`src/flash_seq_defines.svh`:
```
// constants of the flash command sequencer
// Notes on behaviour
// - divider register accepts one write per reset
// - divider writes ignored while access error set
// - pulses timed in whole timing clock periods
// - program 9 ticks, chained burst byte of the same row 4 ticks
// - page erase 4000, mass erase 20000 ticks
// - sequence starts with one latched array write
// - erase ignores data; page erase uses page
// - codes 05 blank, 20 program, 25 burst
// - codes 40 page, 41 mass; latch code
// - writing one to buffer-empty launches command
// - writing zero to buffer-empty aborts, flags error
// - command-complete flag shows command finished
// - erase never touches less than a page
// - error on array write when buffer full or repeated
// - error on unknown command code
// - error on control access after code written
// - error cleared by one; blocks all commands
`ifndef FLASH_SEQ_DEFINES_SVH
`define FLASH_SEQ_DEFINES_SVH

// bus map
`define PADDR_W 19
`define ARRAY_SEL_BIT 18
`define DIV_ADDR 19'h00000
`define STAT_ADDR 19'h00004
`define CMD_ADDR 19'h00008

// divider register fields
`define DIV_LOADED_BIT 7
`define DIV_PRESCALE_BIT 6
`define DIV_RESET 6'h00
`define PRESCALE_SHIFT 3

// status register fields
`define STAT_CBE_BIT 7
`define STAT_CCF_BIT 6
`define STAT_ACCERR_BIT 4
`define STAT_BLANK_BIT 2

// command codes
`define CODE_BLANK 8'h05
`define CODE_PROG 8'h20
`define CODE_BURST 8'h25
`define CODE_PAGE 8'h40
`define CODE_MASS 8'h41

// timing counts in timing clock periods
`define PROG_TICKS 16'h0009
`define BURST_TICKS 16'h0004
`define PAGE_ERASE_TICKS 16'h0fa0
`define MASS_ERASE_TICKS 16'h4e20
`define BLANK_TICKS 16'h0009

// address masks
`define PAGE_MASK 16'hfe00
`define ROW_MASK 16'h003f

`endif

```
`src/flash_seq_pkg.sv`:
```
// types of the flash command sequencer
package flash_seq_pkg;
  `include "flash_seq_defines.svh"

  typedef enum logic [7:0] {
    CMD_BLANK = `CODE_BLANK,
    CMD_PROG = `CODE_PROG,
    CMD_BURST = `CODE_BURST,
    CMD_PAGE = `CODE_PAGE,
    CMD_MASS = `CODE_MASS
  } cmd_code_t;

  typedef enum logic [1:0] {
    SEQ_IDLE = 2'b00,
    SEQ_ADDR = 2'b01,
    SEQ_CMD = 2'b10
  } seq_state_t;

  typedef enum logic {
    EX_IDLE = 1'b0,
    EX_RUN = 1'b1
  } exec_state_t;

  typedef struct packed {
    logic [7:0] code;
    logic [15:0] addr;
    logic [7:0] data;
  } cmd_entry_t;

  typedef struct packed {
    logic psel;
    logic penable;
    logic pwrite;
    logic [`PADDR_W-1:0] paddr;
    logic [31:0] pwdata;
  } apb_req_t;

  typedef struct packed {
    logic [31:0] prdata;
    logic pready;
    logic pslverr;
  } apb_rsp_t;

  typedef struct packed {
    logic active;
    logic hv_on;
    logic burst_tick;
    cmd_entry_t cmd;
  } flash_op_t;
endpackage

```
`src/timing_clock_divider.sv`:
```
// divider that makes the flash timing clock as a one-cycle tick
`timescale 1ns/10ps
module timing_clock_divider
  import flash_seq_pkg::*;
(
  // clock and reset
  input wire logic ref_clk,
  input wire logic rst_b,
  // settings
  input wire logic enable,
  input wire logic restart,
  input wire logic prescale,
  input wire logic [5:0] div_value,
  // timing clock
  output logic tick
);

  typedef struct packed {
    logic [9:0] cnt;
    logic tick;
  } div_regs_t;

  div_regs_t r;
  div_regs_t next_r;

  // period in ref_clk cycles, minus one
  function automatic logic [9:0] period_limit(input logic pre,
                                              input logic [5:0] v);
    logic [9:0] base;
    base = {4'h0, v} + 10'h001;
    if (pre) begin
      base = base << `PRESCALE_SHIFT;
    end
    period_limit = base - 10'h001;
  endfunction

  always_comb begin
    next_r = r;
    next_r.tick = 1'b0;
    // restart aligns ticks with a pulse start so periods are whole
    if (!enable || restart) begin
      next_r.cnt = 10'h000;
    end else if (r.cnt >= period_limit(prescale, div_value)) begin
      next_r.cnt = 10'h000;
      next_r.tick = 1'b1;
    end else begin
      next_r.cnt = r.cnt + 10'h001;
    end
  end

  always_ff @(posedge ref_clk or negedge rst_b) begin
    if (!rst_b) begin
      r <= '0;
    end else begin
      r <= next_r;
    end
  end

  assign tick = r.tick;

endmodule

```
`src/pulse_timer.sv`:
```
// counts a number of timing clock periods for one pulse
`timescale 1ns/10ps
module pulse_timer
  import flash_seq_pkg::*;
(
  // clock and reset
  input wire logic ref_clk,
  input wire logic rst_b,
  // control
  input wire logic load,
  input wire logic [15:0] count,
  input wire logic tick,
  // result
  output logic done
);

  typedef struct packed {
    logic busy;
    logic [15:0] cnt;
  } timer_regs_t;

  timer_regs_t r;
  timer_regs_t next_r;

  always_comb begin
    next_r = r;
    if (load) begin
      next_r.busy = 1'b1;
      next_r.cnt = count;
    end else if (done) begin
      next_r.busy = 1'b0;
      next_r.cnt = 16'h0000;
    end else if (r.busy && tick) begin
      next_r.cnt = r.cnt - 16'h0001;
    end
  end

  always_ff @(posedge ref_clk or negedge rst_b) begin
    if (!rst_b) begin
      r <= '0;
    end else begin
      r <= next_r;
    end
  end

  // done in the cycle of the last tick; a registered done would stretch
  // every pulse by one more bus cycle
  assign done = r.busy && tick && (r.cnt <= 16'h0001);

endmodule

```
`src/flash_command_sequencer.sv`:
```
// flash command interface and sequencer behind an apb slave
//
// The APB interface to the registers and the address map were decided locally.
`timescale 1ns/10ps
module flash_command_sequencer
  import flash_seq_pkg::*;
#(
  parameter logic [15:0] PAGE_TICKS = `PAGE_ERASE_TICKS,
  parameter logic [15:0] MASS_TICKS = `MASS_ERASE_TICKS
)
(
  // clock and reset
  input wire logic ref_clk,
  input wire logic rst_b,
  // register bus
  input wire apb_req_t apb_req,
  output apb_rsp_t apb_rsp,
  // flash array
  input wire logic array_blank,
  output flash_op_t flash_op
);

  typedef struct packed {
    seq_state_t seq;
    cmd_entry_t lat;
    logic q_valid;
    cmd_entry_t q;
    exec_state_t ex;
    cmd_entry_t run;
    logic chained;
    logic div_loaded;
    logic div_prescale;
    logic [5:0] div_value;
    logic acc_err;
    logic blank;
    logic [31:0] prdata;
  } seq_regs_t;

  seq_regs_t r;
  seq_regs_t next_r;

  logic tick;
  logic timer_done;
  logic timer_load;
  logic [15:0] timer_count;

  ////////////////////////////////////////////////////////////////////
  // helpers

  function automatic logic code_valid(input logic [7:0] c);
    code_valid = (c == CMD_BLANK) || (c == CMD_PROG) ||
                 (c == CMD_BURST) || (c == CMD_PAGE) ||
                 (c == CMD_MASS);
  endfunction

  // pulse length of a command in timing clock periods
  function automatic logic [15:0] ticks_for(input logic [7:0] c,
                                            input logic chain);
    unique case (c)
      CMD_PROG: ticks_for = `PROG_TICKS;
      CMD_BURST: ticks_for = chain ? `BURST_TICKS : `PROG_TICKS;
      CMD_PAGE: ticks_for = PAGE_TICKS;
      CMD_MASS: ticks_for = MASS_TICKS;
      default: ticks_for = `BLANK_TICKS;
    endcase
  endfunction

  // a burst skips the ramp only for the next byte of the same row
  function automatic logic row_continues(input cmd_entry_t cur,
                                         input cmd_entry_t nxt);
    logic [15:0] succ;
    succ = cur.addr + 16'h0001;
    row_continues = (cur.code == CMD_BURST) && (nxt.code == CMD_BURST) &&
                    (nxt.addr == succ) &&
                    ((succ & `ROW_MASK) != 16'h0000);
  endfunction

  // erase and blank check take no data; page erase acts on the page
  function automatic cmd_entry_t shape_entry(input cmd_entry_t e);
    cmd_entry_t o;
    o = e;
    if (e.code != CMD_PROG && e.code != CMD_BURST) begin
      o.data = 8'h00;
    end
    if (e.code == CMD_PAGE) begin
      o.addr = e.addr & `PAGE_MASK;
    end
    shape_entry = o;
  endfunction

  ////////////////////////////////////////////////////////////////////
  // bus decode

  logic acc;
  logic setup;
  logic wr;
  logic is_arr;
  logic is_div;
  logic is_stat;
  logic is_cmd;
  logic is_ctrl;
  logic mapped;
  logic cbe;
  logic ccf;
  logic [15:0] arr_addr;

  assign acc = apb_req.psel && apb_req.penable;
  assign setup = apb_req.psel && !apb_req.penable;
  assign wr = acc && apb_req.pwrite;
  assign is_arr = apb_req.paddr[`ARRAY_SEL_BIT] &&
                  (apb_req.paddr[1:0] == 2'h0);
  assign is_div = (apb_req.paddr == `DIV_ADDR);
  assign is_stat = (apb_req.paddr == `STAT_ADDR);
  assign is_cmd = (apb_req.paddr == `CMD_ADDR);
  assign is_ctrl = is_div || is_stat || is_cmd;
  assign mapped = is_arr || is_ctrl;
  assign arr_addr = apb_req.paddr[17:2];

  assign cbe = !r.q_valid;
  assign ccf = !r.q_valid && (r.ex == EX_IDLE);

  // zero wait states; read data was captured in the setup cycle
  assign apb_rsp.pready = 1'b1;
  assign apb_rsp.pslverr = acc && !mapped;
  assign apb_rsp.prdata = r.prdata;

  ////////////////////////////////////////////////////////////////////
  // next state

  logic err_set;
  logic err_clr;
  logic [31:0] rd_value;

  always_comb begin
    next_r = r;
    err_set = 1'b0;
    err_clr = 1'b0;
    timer_load = 1'b0;
    timer_count = 16'h0000;
    rd_value = 32'h0000_0000;

    // read mux
    if (is_div) begin
      rd_value[`DIV_LOADED_BIT] = r.div_loaded;
      rd_value[`DIV_PRESCALE_BIT] = r.div_prescale;
      rd_value[5:0] = r.div_value;
    end else if (is_stat) begin
      rd_value[`STAT_CBE_BIT] = cbe;
      rd_value[`STAT_CCF_BIT] = ccf;
      rd_value[`STAT_ACCERR_BIT] = r.acc_err;
      rd_value[`STAT_BLANK_BIT] = r.blank;
    end else if (is_cmd) begin
      rd_value[7:0] = r.lat.code;
    end
    if (setup && !apb_req.pwrite) begin
      next_r.prdata = rd_value;
    end

    // error flag clears only on a written one
    if (wr && is_stat && apb_req.pwdata[`STAT_ACCERR_BIT]) begin
      err_clr = 1'b1;
    end

    // command sequence
    if (acc && is_ctrl && r.seq == SEQ_CMD && !(wr && is_stat)) begin
      // any other control access between code and launch
      err_set = 1'b1;
      next_r.seq = SEQ_IDLE;
    end else if (wr && is_arr) begin
      if (r.acc_err) begin
        next_r.seq = r.seq;
      end else if (!r.div_loaded || !cbe || r.seq != SEQ_IDLE) begin
        err_set = 1'b1;
        next_r.seq = SEQ_IDLE;
      end else begin
        next_r.lat.addr = arr_addr;
        next_r.lat.data = apb_req.pwdata[7:0];
        next_r.seq = SEQ_ADDR;
      end
    end else if (wr && is_cmd) begin
      if (r.acc_err) begin
        next_r.seq = r.seq;
      end else if (r.seq != SEQ_ADDR) begin
        err_set = 1'b1;
        next_r.seq = SEQ_IDLE;
      end else if (code_valid(apb_req.pwdata[7:0])) begin
        next_r.lat.code = apb_req.pwdata[7:0];
        next_r.seq = SEQ_CMD;
      end else begin
        err_set = 1'b1;
        next_r.seq = SEQ_IDLE;
      end
    end else if (wr && is_stat) begin
      if (!apb_req.pwdata[`STAT_CBE_BIT]) begin
        if (r.seq != SEQ_IDLE) begin
          err_set = 1'b1;
          next_r.seq = SEQ_IDLE;
        end
      end else if (r.seq == SEQ_CMD && !r.acc_err && cbe) begin
        next_r.q = shape_entry(r.lat);
        next_r.q_valid = 1'b1;
        next_r.blank = 1'b0;
        next_r.seq = SEQ_IDLE;
      end else if (r.seq == SEQ_ADDR) begin
        // launch without a code is a broken sequence
        err_set = 1'b1;
        next_r.seq = SEQ_IDLE;
      end
    end else if (wr && is_div) begin
      if (r.seq == SEQ_ADDR) begin
        err_set = 1'b1;
        next_r.seq = SEQ_IDLE;
      end else if (!r.div_loaded && !r.acc_err) begin
        next_r.div_loaded = 1'b1;
        next_r.div_prescale = apb_req.pwdata[`DIV_PRESCALE_BIT];
        next_r.div_value = apb_req.pwdata[5:0];
      end
    end

    // set wins over a clear in the same cycle
    next_r.acc_err = err_set || (r.acc_err && !err_clr);

    // executor
    unique case (r.ex)
      EX_IDLE: begin
        if (r.q_valid) begin
          next_r.run = r.q;
          next_r.q_valid = 1'b0;
          next_r.chained = 1'b0;
          next_r.ex = EX_RUN;
          timer_load = 1'b1;
          timer_count = ticks_for(r.q.code, 1'b0);
        end
      end
      EX_RUN: begin
        if (timer_done) begin
          if (r.run.code == CMD_BLANK) begin
            next_r.blank = array_blank;
          end
          if (r.q_valid) begin
            // a queued burst byte of the same row skips the ramp
            next_r.chained = row_continues(r.run, r.q);
            next_r.run = r.q;
            next_r.q_valid = 1'b0;
            timer_load = 1'b1;
            timer_count = ticks_for(r.q.code,
                                    row_continues(r.run, r.q));
          end else begin
            next_r.ex = EX_IDLE;
            next_r.chained = 1'b0;
          end
        end
      end
    endcase
  end

  always_ff @(posedge ref_clk or negedge rst_b) begin
    if (!rst_b) begin
      r <= '0;
      r.seq <= SEQ_IDLE;
      r.ex <= EX_IDLE;
      r.div_value <= `DIV_RESET;
    end else begin
      r <= next_r;
    end
  end

  ////////////////////////////////////////////////////////////////////
  // timing clock and pulse timer

  timing_clock_divider u_divider (
    .ref_clk(ref_clk),
    .rst_b(rst_b),
    .enable(r.div_loaded),
    .restart(timer_load),
    .prescale(r.div_prescale),
    .div_value(r.div_value),
    .tick(tick)
  );

  // pulses count whole periods of the divided clock
  pulse_timer u_timer (
    .ref_clk(ref_clk),
    .rst_b(rst_b),
    .load(timer_load),
    .count(timer_count),
    .tick(tick),
    .done(timer_done)
  );

  ////////////////////////////////////////////////////////////////////
  // array side

  // high voltage stays up across a chained burst, so it follows run
  assign flash_op.active = (r.ex == EX_RUN);
  assign flash_op.hv_on = (r.ex == EX_RUN);
  assign flash_op.burst_tick = r.chained;
  assign flash_op.cmd = r.run;

endmodule

```
`config.mk`:
```
export PLATFORM = sky130hd
export DESIGN_NAME = flash_command_sequencer
export DESIGN_NICKNAME = d
export VERILOG_FILES = /design/src/flash_seq_pkg.sv /design/src/timing_clock_divider.sv /design/src/pulse_timer.sv /design/src/flash_command_sequencer.sv
export VERILOG_INCLUDE_DIRS = /design/src
export SDC_FILE = /design/constraint.sdc
export NUM_CORES = 1
export LEC_CHECK = 0
export ABC_AREA = 1
export BUFFER_PORTS_ARGS = -buffer_cell sky130_fd_sc_hd__buf_2
export CAP_MARGIN = 15
export CORE_MARGIN = 5
export CORE_UTILIZATION = 52
export CTS_BUF_LIST = sky130_fd_sc_hd__clkbuf_8 sky130_fd_sc_hd__clkbuf_16
export DETAILED_ROUTE_END_ITERATION = 8
export GPL_TIMING_DRIVEN = 0
export PLACE_DENSITY = 0.76
export SYNTH_ARGS = -nofsm -noshare
export SYNTH_HDL_FRONTEND = slang
export SYNTH_SLANG_ARGS = --single-unit
```
`constraint.sdc`:
```
create_clock -name ref_clk -period 2.9 [get_ports ref_clk]
set_input_delay 0.145 -clock ref_clk [delete_from_list [all_inputs] [get_ports ref_clk]]
set_output_delay 0.145 -clock ref_clk [all_outputs]
set_load 0.02 [all_outputs]
```
# Yosys cells after proc, flatten, opt, wreduce, memory -nomap -nowiden
# Cells that the tools add are included.
# totals
register_bits	147
in_bits	57
output_inout_bits	69
word_cells	204
# op_classes
n_addsub	5
n_lt_le_gt_ge	2
n_eq_ne	25
mux	82
bitwise_logic	9
n_reduce_logical	58
# ops
cell	count
two-way mux 33 bit	6
two-way mux 34 bit	2
one-hot mux 34 bit (2 select lines)	1
two-way mux 15 bit	3
one-hot mux 15 bit (3 select lines)	1
== test 8 x 7 -> 1 bit, second input constant	5
two-way mux 10 bit	4
two-way mux 1 bit	37
== test 8 x 6 -> 1 bit, second input constant	4
two-way mux 16 bit	2
two-way mux 32 bit	1
one-hot mux 16 bit (2 select lines)	1
two-way mux 2 bit	15
one-hot mux 15 bit (2 select lines)	1
logical AND 1 bit	25
two-way mux 8 bit	3
== test 19 x 3 -> 1 bit, second input constant	1
== test 19 x 4 -> 1 bit, second input constant	1
logical NOT 19 bit	1
two-way mux 17 bit	1
adder 16 x 1 -> 16 bit, second input constant	1
== test 16 bit	1
== test 8 x 3 -> 1 bit, second input constant	2
less-or-equal comparator 16 x 1 -> 1 bit, second input constant	1
other kinds (28)	61

# Longest topological paths before layout
# Gate-level depths: netlist of the first run.
# logic_depth
depth_word	12
depth_mapped	20

# Hierarchy
# A second synthesis of the first run with hierarchy kept.
# unflattened
hier_cells	1204
hier_area_um2	9110.0
# modules_own_cells
module	n_inst	cells_per_inst	area_each_um2	seq_area_each_um2
flash_command_sequencer	1	848	6667.6	2977.9
timing_clock_divider	1	182	1229.9	275.3
pulse_timer	1	174	1212.4	425.4

# Worst setup path before layout of the first run
# Ideal clock, no wire load.
# synth_timing
path_type	reg2reg
from	register, netlist name r[34]
to	register u_divider.r[10] (netlist bit)
setup_time_ns	0.102
arrival_time_ns	2.635
t_required_ns	2.798
slack_ns	0.164
stages_incl_launch_ff	19
path_buffers	0
period_less_slack_ns	2.736
path_cell_list	dfrtp_1 -> ha_1 -> nand2_1 -> clkinv_1 -> nand3_1 -> nand2_1 -> nand2_1 -> o21ai_1 -> nand2_1 -> nor2_1 -> nand4_1 -> nor3_2 -> xnor2_1 -> ha_1 -> a21oi_1 -> o21ai_0 -> a21oi_1 -> nand3_1 -> nor4_1
# synth_rtl
element	line_no	text
end signal, assigned	timing_clock_divider.sv:55	r <= next_r;
end, declared	timing_clock_divider.sv:23	div_regs_t r;

==> reports/results.tsv, run 1 <==
stage	metric	value	unit
min_path	worst hold start	apb_req[1]	
routing	DRC viols	0	
placement	GP Congestion	0.8848	
pwr	Net Sw Power	0.0009969	W
synth	Synth Area in Simple Gates	25.66	%
global_routing	gr usage total	23.00	%
final_layout	Non-Filler Instances	1455	
sta	Final Hold Viols	0	
pwr	switch share	22.06	%
clock_tree	CTS buffer count	17	
global_routing	first-pass GRT wire length	34.56	mm
setup_path	FF-to-FF Start	r[34]	
placement	PortBufs	76	
placement	HPWL Detailed	14.68	mm
setup_path	Req. time, crit path	3.25	ns
pwr	Combinational Power Share	4.9	%
setup_path	worst reg-to-reg setup slack	-0.15	ns
routing	vias	7556	
floorplan	Starting Density	52.99	%
synth	Synth Cell Area	0.008417	mm2
setup_path	crit path max fanout	5	
synth	Compound-Gate Fraction of Synth Area	10.15	%
synth	average cell area after synthesis	7.786	um2
min_path	worst min path class	input port to flip-flop	
routing	routed len/inst	14.40	um
clock_tree	htree depth	4	
synth	Synth cell types	50	
synth	XOR/XNOR Fraction of Synth Area	3.389	%
sta	clock skew	0.006142	ns
routing	Vias/cell	5.193	
synth	adder-cell share of the synthesized area	2.378	%
clock_tree	CTS root buf	clkbuf_16	
synth	Ys Warns	0	
sta	period utilization	105.3	%
pwr	Pwr Density	444.1	mW/mm2
floorplan	DIE WIDTH	137.2	um
sta	# setup viols final	11	
pwr	leakage power	5.243	nW
final_layout	# diodes	0	
run_status	outcome	finished with violations	
routing	DR iter-0 viols	580	
clock_tree	Sink Count	147	
placement	placed cells	1397	
setup_path	R2R cell count	18	
run_status	failing checks	setup timing	
sta	worst setup margin	-0.1532	ns
setup_path	CP endpoint kind	flip-flop	
synth	most used flip-flop cell after synthesis	dfrtp_1	
clock_tree	clock slew at reported path FFs	0.06	ns
sta	setup repair after global routing missed its margin	yes	
setup_path	crit start category	flip-flop	
clock_tree	clk_lat worst skew	0.43	ns
sta	Final Max Tran Viols	0	
sta	highest clock rate	327.5	MHz
global_routing	largest net degree at the start of global routing	101	
setup_path	RR Endpoint	u_divider.r[1]	
synth	EDFF count, synth	0	
routing	Routed Antenna Nets	0	
global_routing	vias in the first global route	7220	
synth	Synth async-reset ratio	100.0	%
setup_path	Crit Path Category	flip-flop to flip-flop	
synth	register area share after synthesis	43.70	%
sta	Final Critical Period	3.053	ns
routing	drt total wl	20.95	mm
floorplan	# rows	46	
floorplan	chip height	137.2	um
synth	Yosys reg bits	147	
floorplan	die area	0.01883	mm2
synth	largest family of logic cells by synthesized area	simple AND/OR/NAND/NOR gates	
final_layout	layout cells sized above 1	22.03	%
clock_tree	CTS tree	built	
floorplan	number of I/O pins	126	
routing	first drt pass iteration count	5	
flow_run	Max-cap violations	0	
setup_path	crit path launch	r[34]	
pwr	Clk network pwr share	49.4	%
global_routing	grt total ovfl	0	
global_routing	initial antenna violation count	0	
min_path	worst hold stages	3	
final_layout	Syn-to-layout area delta	20.92	%
synth	mux cell area share after synthesis	1.070	%
sta	Slew @ Worst Pin	0.9592	ns
pwr	worst vdd ir	0.4252	mV
synth	Gate Count Post-Synth	1081	
pwr	sequential share of power	45.8	%
floorplan	core area	0.01589	mm2
final_layout	Layout Nets	1300	
clock_tree	Clock Path Buffers	2	
setup_path	CP Data Arrival Time	3.40	ns
pwr	internal power	0.003523	W
min_path	Hold Crit Endpoint	r[35]	
pwr	Tot Pwr	0.004520	W
sta	Slew headroom	35.56	%
[cell type report]
type | count | area (um2)
buffer | 92 | 626.9
clock buffer | 19 | 452.9
clock inverter | 12 | 140.1
fill | 1333 | 5708
inverter | 137 | 516.7
multi-input combinational | 729 | 3851
sequential | 147 | 3681
tap | 216 | 270.3
timing repair buffer | 103 | 638.1
[per-layer routing]
metal,routed length (um),track usage (%)
met5,0,0
met2,10290,38.15
met1,9001,30.75
met4,491,8.869
met3,1166,3.178
[cell usage in the layout, fill, tap and decap left out, types with 9 or more instances in the layout]
| master | netlist | final |
|---|---|---|
| nor2_1 | 83 | 77 |
| clkbuf_1 | 10 | 10 |
| nor3_1 | 19 | 12 |
| inv_1 | 128 | 129 |
| o21ai_0 | 87 | 85 |
| nand2_1 | 283 | 279 |
| xnor2_1 | 11 | 11 |
| nor2_2 | 5 | 11 |
| dlygate4sd3_1 | 0 | 10 |
| xor2_1 | 19 | 19 |
| dfrtp_1 | 147 | 145 |
| conb_1 | 2 | 25 |
| buf_4 | 72 | 87 |
| nand4_1 | 22 | 22 |
| buf_2 | 9 | 84 |
| nand3_1 | 47 | 43 |
| o21ai_1 | 15 | 14 |
| ha_1 | 16 | 15 |
| clkbuf_16 | 0 | 17 |
| inv_2 | 8 | 9 |
| a21oi_1 | 23 | 21 |
[timing repair]
| action | in CTS | in global routing |
|---|---|---|
| buffers inserted | 13 | 3 |
| endpoints found under the hold margin | 56 | 0 |
| pin swaps | 13 | 19 |
| gates resized for setup | 21 | 24 |
| setup endpoints to repair | 11 | 11 |
| hold buffers | 10 | 0 |
| cloned | 1 | 0 |
[power by group through the flow]
stage / logic [W] / clock network (W) / registers (W)
2_1_floorplan: 0.000117 / 0 / 0.00210
3_3_place_gp: 0.000202 / 0 / 0.00211
3_5_place_dp: 0.000209 / 0 / 0.00211
4_1_cts: 0.000221 / 0.00224 / 0.00207
5_1_grt: 0.000244 / 0.00234 / 0.00207
6_report: 0.000219 / 0.00223 / 0.00207
[worst max path at each step]
stage	endpoint	slack (ns)	cells after the start
2_1_floorplan	u_divider.r[10]	0.16	18
3_3_place_gp	u_timer.r[1]	-0.42	1
3_5_place_dp	u_divider.r[6]	-0.32	18
4_1_cts	u_divider.r[6]	-0.06	18
5_1_grt	u_divider.r[1]	-0.29	21
6_report	u_divider.r[1]	-0.15	18
[registers in the layout, indices dropped and copies added (netlist names)]
register / flops
apb_rsp: 8
u_divider.r: 10
u_timer.r: 17
r: 77
flash_op: 34
u_divider.tick: 1
[metrics by stage]
step	hold slack [ns]	setup slack, ns	TNS (ns)	utilization [%]	area [um2]
after CTS	0.0007356	-0.06260	-0.07573	63.33	10060
final	0.005155	-0.1532	-0.9417	64.07	10180
after global routing	0.01861	-0.2866	-2.324	64.07	10180
after detailed placement	0.1078	-0.3184	-3.037	57.84	9188
after floorplan	-0.1506	0.1636	0	-	8503
after global placement	0.4148	-0.4210	-62.58	57.62	9154
[cells in the mapped netlist (all sizes together) (2+ instances only)]
| master | instances | share of area, % |
|---|---|---|
| dfrtp | 147 | 44 |
| o22ai | 5 | 0.37 |
| a31oi | 3 | 0.22 |
| nor2 | 93 | 4.7 |
| nand3b | 2 | 0.18 |
| nand3 | 50 | 3.2 |
| nor4 | 11 | 0.82 |
| inv | 136 | 6.1 |
| clkbuf | 10 | 0.45 |
| mux2 | 8 | 1.1 |
| buf | 82 | 7.0 |
| a22oi | 4 | 0.36 |
| xor2 | 19 | 2.0 |
| or2 | 3 | 0.22 |
| o21a | 3 | 0.27 |
| o221ai | 3 | 0.31 |
| nand2 | 288 | 13 |
| xnor2 | 11 | 1.1 |
| ha | 16 | 2.4 |
| o21ai | 104 | 6.3 |
| a21oi | 23 | 1.4 |
| conb | 2 | 0.089 |
| nand4 | 25 | 2.1 |
| o211ai | 2 | 0.24 |
| nor3 | 20 | 1.2 |
[worst max-delay path: stages, from the launching register on]
cell and delay (ns):
dfrtp_2 0.45, ha_4 0.18, nor2_1 0.10, nor2_1 0.05, inv_1 0.09, nor2_2 0.06, inv_1 0.09, nand2_1 0.07
nor2_2 0.14, buf_4 0.12, nand2_1 0.07, xnor2_1 0.18, ha_1 0.28, a21oi_1 0.21, o21ai_0 0.16, a21oi_2 0.26
buf_4 0.17, nand3_4 0.11, nor3_2 0.18
[logic make-up after synthesis]
| family | Yosys count |
|---|---|
| fa+ha+maj | 16 |
| other cells | 2 |
| xor+xnor | 31 |
| compound gates | 154 |
| buf+inv | 229 |
| mux | 8 |
| flops | 147 |
| simple gates | 494 |
Note: power is estimated with default switching activity, not from simulation.
==> run 2, diff against run 1 <==
--- a/config.mk
+++ b/config.mk
@@ -9,12 +9,14 @@
 export ABC_AREA = 1
 export BUFFER_PORTS_ARGS = -buffer_cell sky130_fd_sc_hd__buf_2
 export CAP_MARGIN = 15
+export CORE_ASPECT_RATIO = 0.6
 export CORE_MARGIN = 5
-export CORE_UTILIZATION = 52
+export CORE_UTILIZATION = 53
 export CTS_BUF_LIST = sky130_fd_sc_hd__clkbuf_8 sky130_fd_sc_hd__clkbuf_16
 export DETAILED_ROUTE_END_ITERATION = 8
 export GPL_TIMING_DRIVEN = 0
 export PLACE_DENSITY = 0.76
 export SYNTH_ARGS = -nofsm -noshare
 export SYNTH_HDL_FRONTEND = slang
+export SYNTH_HIERARCHICAL = 1
 export SYNTH_SLANG_ARGS = --single-unit
==> run 2 against run 1 <==
Effect of this change:
- setup slack improved by 0.35 ns
- the flow now finishes without violations
- combinational power rose to 4.7 times the previous value
- routed wire length rose by 11%
- largest power group is now sequential cells
- register-to-register slack improved by 0.35 ns
- highest routed layer unchanged
==> reports/results.tsv, run 2 <==
stage	metric	value	unit
run_status	outcome	complete, no violations	
final_layout	fillcell total	1482	
min_path	worst hold start	apb_req[46]	
min_path	Hold Crit Endpoint	r[129]	
pwr	Pwr Density	531.6	mW/mm2
sta	Final Critical Period	2.708	ns
placement	GP Congestion	0.9443	
setup_path	Crit Path Category	flip-flop to flip-flop	
sta	Final Hold Viols	0	
setup_path	worst path bufs/invs	6	
placement	PortBufs	76	
placement	placed cells	1544	
routing	routed len/inst	14.67	um
synth	Ys Warns	6	
routing	Routed Antenna Nets	0	
routing	drt total wl	23.26	mm
clock_tree	htree depth	4	
global_routing	grt total ovfl	0	
setup_path	RR Endpoint	u_timer/r[3]	
setup_path	R2R cell count	16	
final_layout	Layout Nets	1412	
final_layout	most frequent cells in the layout	nand2_1, inv_1, dfrtp_1	
floorplan	die area	0.02000	mm2
sta	Slew headroom	26.85	%
global_routing	initial antenna violation count	0	
floorplan	# rows	37	
pwr	worst vdd ir	0.3726	mV
setup_path	Req. time, crit path	3.20	ns
sta	highest clock rate	369.3	MHz
synth	area leader, netlist	dfrtp_1	
sta	Final Max Tran Viols	0	
synth	average cell area after synthesis	7.566	um2
sta	worst setup margin	0.1921	ns
sta	period utilization	93.38	%
floorplan	Starting Density	53.62	%
pwr	Tot Pwr	0.005698	W
floorplan	number of I/O pins	126	
clock_tree	CTS tree	built	
synth	synth top area cells	dfrtp_1, nand2_1, inv_1	
synth	Synth async-reset ratio	100.0	%
final_layout	Multi-input gate area	0.004340	mm2
final_layout	Register Area	0.003681	mm2
routing	Vias/cell	5.025	
synth	leading cell types by count after synthesis	nand2_1, inv_1, dfrtp_1, nor2_1, o21ai_0	
routing	first drt pass iteration count	5	
setup_path	CP endpoint kind	flip-flop	
floorplan	core area	0.01699	mm2
synth	most numerous cell in the Yosys netlist	nand2_1	
routing	DR iter-0 viols	806	
final_layout	layout cells sized above 1	22.19	%
synth	Synth Cell Area	0.009110	mm2
global_routing	first-pass GRT wire length	37.74	mm
sta	# setup viols final	0	
min_path	worst hold stages	3	
setup_path	CP Data Arrival Time	3.00	ns
synth	mux cell area share after synthesis	1.195	%
clock_tree	CTS buffer count	17	
setup_path	Most common cell on crit path	inv_1	
global_routing	largest net degree at the start of global routing	90	
flow_run	Max-cap violations	0	
synth	Compound-Gate Fraction of Synth Area	9.504	%
clock_tree	Sink Count	147	
final_layout	# diodes	0	
floorplan	chip height	111.6	um
setup_path	critical path's slowest cell	dfrtp_1	
clock_tree	clk_lat worst skew	0.42	ns
sta	Slew @ Worst Pin	1.086	ns
synth	Yosys reg bits	147	
min_path	worst min path class	input port to flip-flop	
setup_path	crit path max fanout	8	
final_layout	commonest non-fill, non-tap cell in the layout	nand2_1	
synth	largest family of logic cells by synthesized area	simple AND/OR/NAND/NOR gates	
setup_path	critical-path cell list	inv_1 -> ha_2 -> inv_1 -> nand2_1 -> nand2_1 -> nor4b_4 -> nand2_2 -> nor2_2 -> inv_1 -> nand2_4 -> buf_12 -> inv_2 -> nand2_4 -> inv_1 -> a22o_1 -> o21bai_1	
pwr	leakage power	5.514	nW
synth	Synth top area share	40.38	%
setup_path	worst reg-to-reg setup slack	0.19	ns
placement	HPWL Detailed	17.47	mm
clock_tree	CTS root buf	clkbuf_16	
clock_tree	clock slew at reported path FFs	0.06	ns
synth	Gate Count Post-Synth	1204	
setup_path	Top delay family on crit path	simple AND/OR/NAND/NOR gates	
final_layout	utilization after layout	63.08	%
synth	XOR/XNOR Fraction of Synth Area	2.994	%
synth	EDFF count, synth	0	
setup_path	crit start category	flip-flop	
synth	Synth cell types	56	
routing	vias	7970	
global_routing	vias in the first global route	7311	
floorplan	DIE WIDTH	179.3	um
synth	register area share after synthesis	40.38	%
sta	TNS Setup	0	ns
global_routing	gr usage total	23.68	%
placement	dpl ws	-1.037	ns
sta	clock skew	0.009195	ns
setup_path	max incr delay on CP	0.41	ns
routing	DRC viols	0	
final_layout	max FFs per register	77	
clock_tree	Clock Path Buffers	2	
final_layout	largest reg by FF count	r	
sta	setup repair after global routing missed its margin	yes	
synth	adder-cell share of the synthesized area	2.198	%
final_layout	Non-Filler Instances	1586	
synth	most used flip-flop cell after synthesis	dfrtp_1	
synth	Synth Area in Simple Gates	29.41	%
final_layout	Syn-to-layout area delta	17.65	%
setup_path	FF-to-FF Start	u_timer/r[0]	
[run 2: cell types whose count changed in the layout (fill, tap and decap cells not counted), sizes merged, moves of 9 or more]
cell,previous run,this run
a21oi,23,8
dlygate4sd3,10,1
inv,139,177
nand2,288,361
nand3,51,74
nor2,93,109
nor3,20,11
o21bai,1,13
[run 2: area by class of cell]
type | instances | area share, %
well taps | 234 | 2.732
inverters | 174 | 6.129
clock buffers | 18 | 4.098
repair buffers | 87 | 4.588
flip-flops and latches | 147 | 34.35
plain buffers | 90 | 6.176
multi-input cells | 822 | 40.50
clock inverters | 14 | 1.436
[run 2: routing by layer]
layer  vias to the layer above  track usage, %  wire [um]  share of wire [%]
met4                         0           5.426        201               0.86
met5                         -               0          0                  0
met3                        15           5.633       2130                9.2
met1                      3686           38.93      11680                 50
li1                       3984               -          -                  -
met2                       285           30.95       9252                 40
[run 2: how the worst max path moves through the flow]
stage / slack, ns / start / to / depth (start not counted)
after global routing: -0.04 / r[34] / u_divider/tick / 17
after global placement: -1.00 / u_timer/r[0] / u_timer/r[12] / 16
after floorplan: 0.15 / u_timer/r[0] / u_timer/r[12] / 18
final: 0.19 / u_timer/r[0] / u_timer/r[3] / 16
after CTS: 0.04 / u_timer/r[0] / u_timer/r[14] / 16
after detailed placement: -1.04 / u_timer/r[0] / u_timer/r[12] / 16
[run 2: tightest hold or removal path, delay by kind of cell]
| kind | cells | cell delay, ns |
|---|---|---|
| buf+inv | 2 | 0.16 |
| compound gates | 1 | 0.08 |
[run 2: what timing repair did]
item	4_1_cts	5_1_grt
setup buffers	1	8
hold buffers	1	0
pin swaps	1	2
gates resized for setup	11	27
hold endpoints to repair	58	0
cloned	0	1
endpoints found under the setup margin	38	27
[run 2: kinds of logic after synthesis]
family	Yosys count
muxes	10
and+or+nand+nor	589
adders and majority gates	16
xor gates and xnor gates	28
AOI/OAI and AO/OA	147
DFF	147
other	2
buffers and inverters	265
[run 2: power by group]
part	switching (W)	internal (W)	leakage, nW	total (W)
combinational	0.000643	0.000384	3.42	0.00103
clock	0.000931	0.00130	0.289	0.00223
sequential	0.000201	0.00224	1.81	0.00244
[run 2: through the flow]
step,hold WS (ns),instance area (um2)
after global routing,0.02905,10720
after detailed placement,0.1675,9926
after global placement,0.4440,9892
final,0.01836,10720
after CTS,0.007928,10570
after floorplan,-0.1506,9219
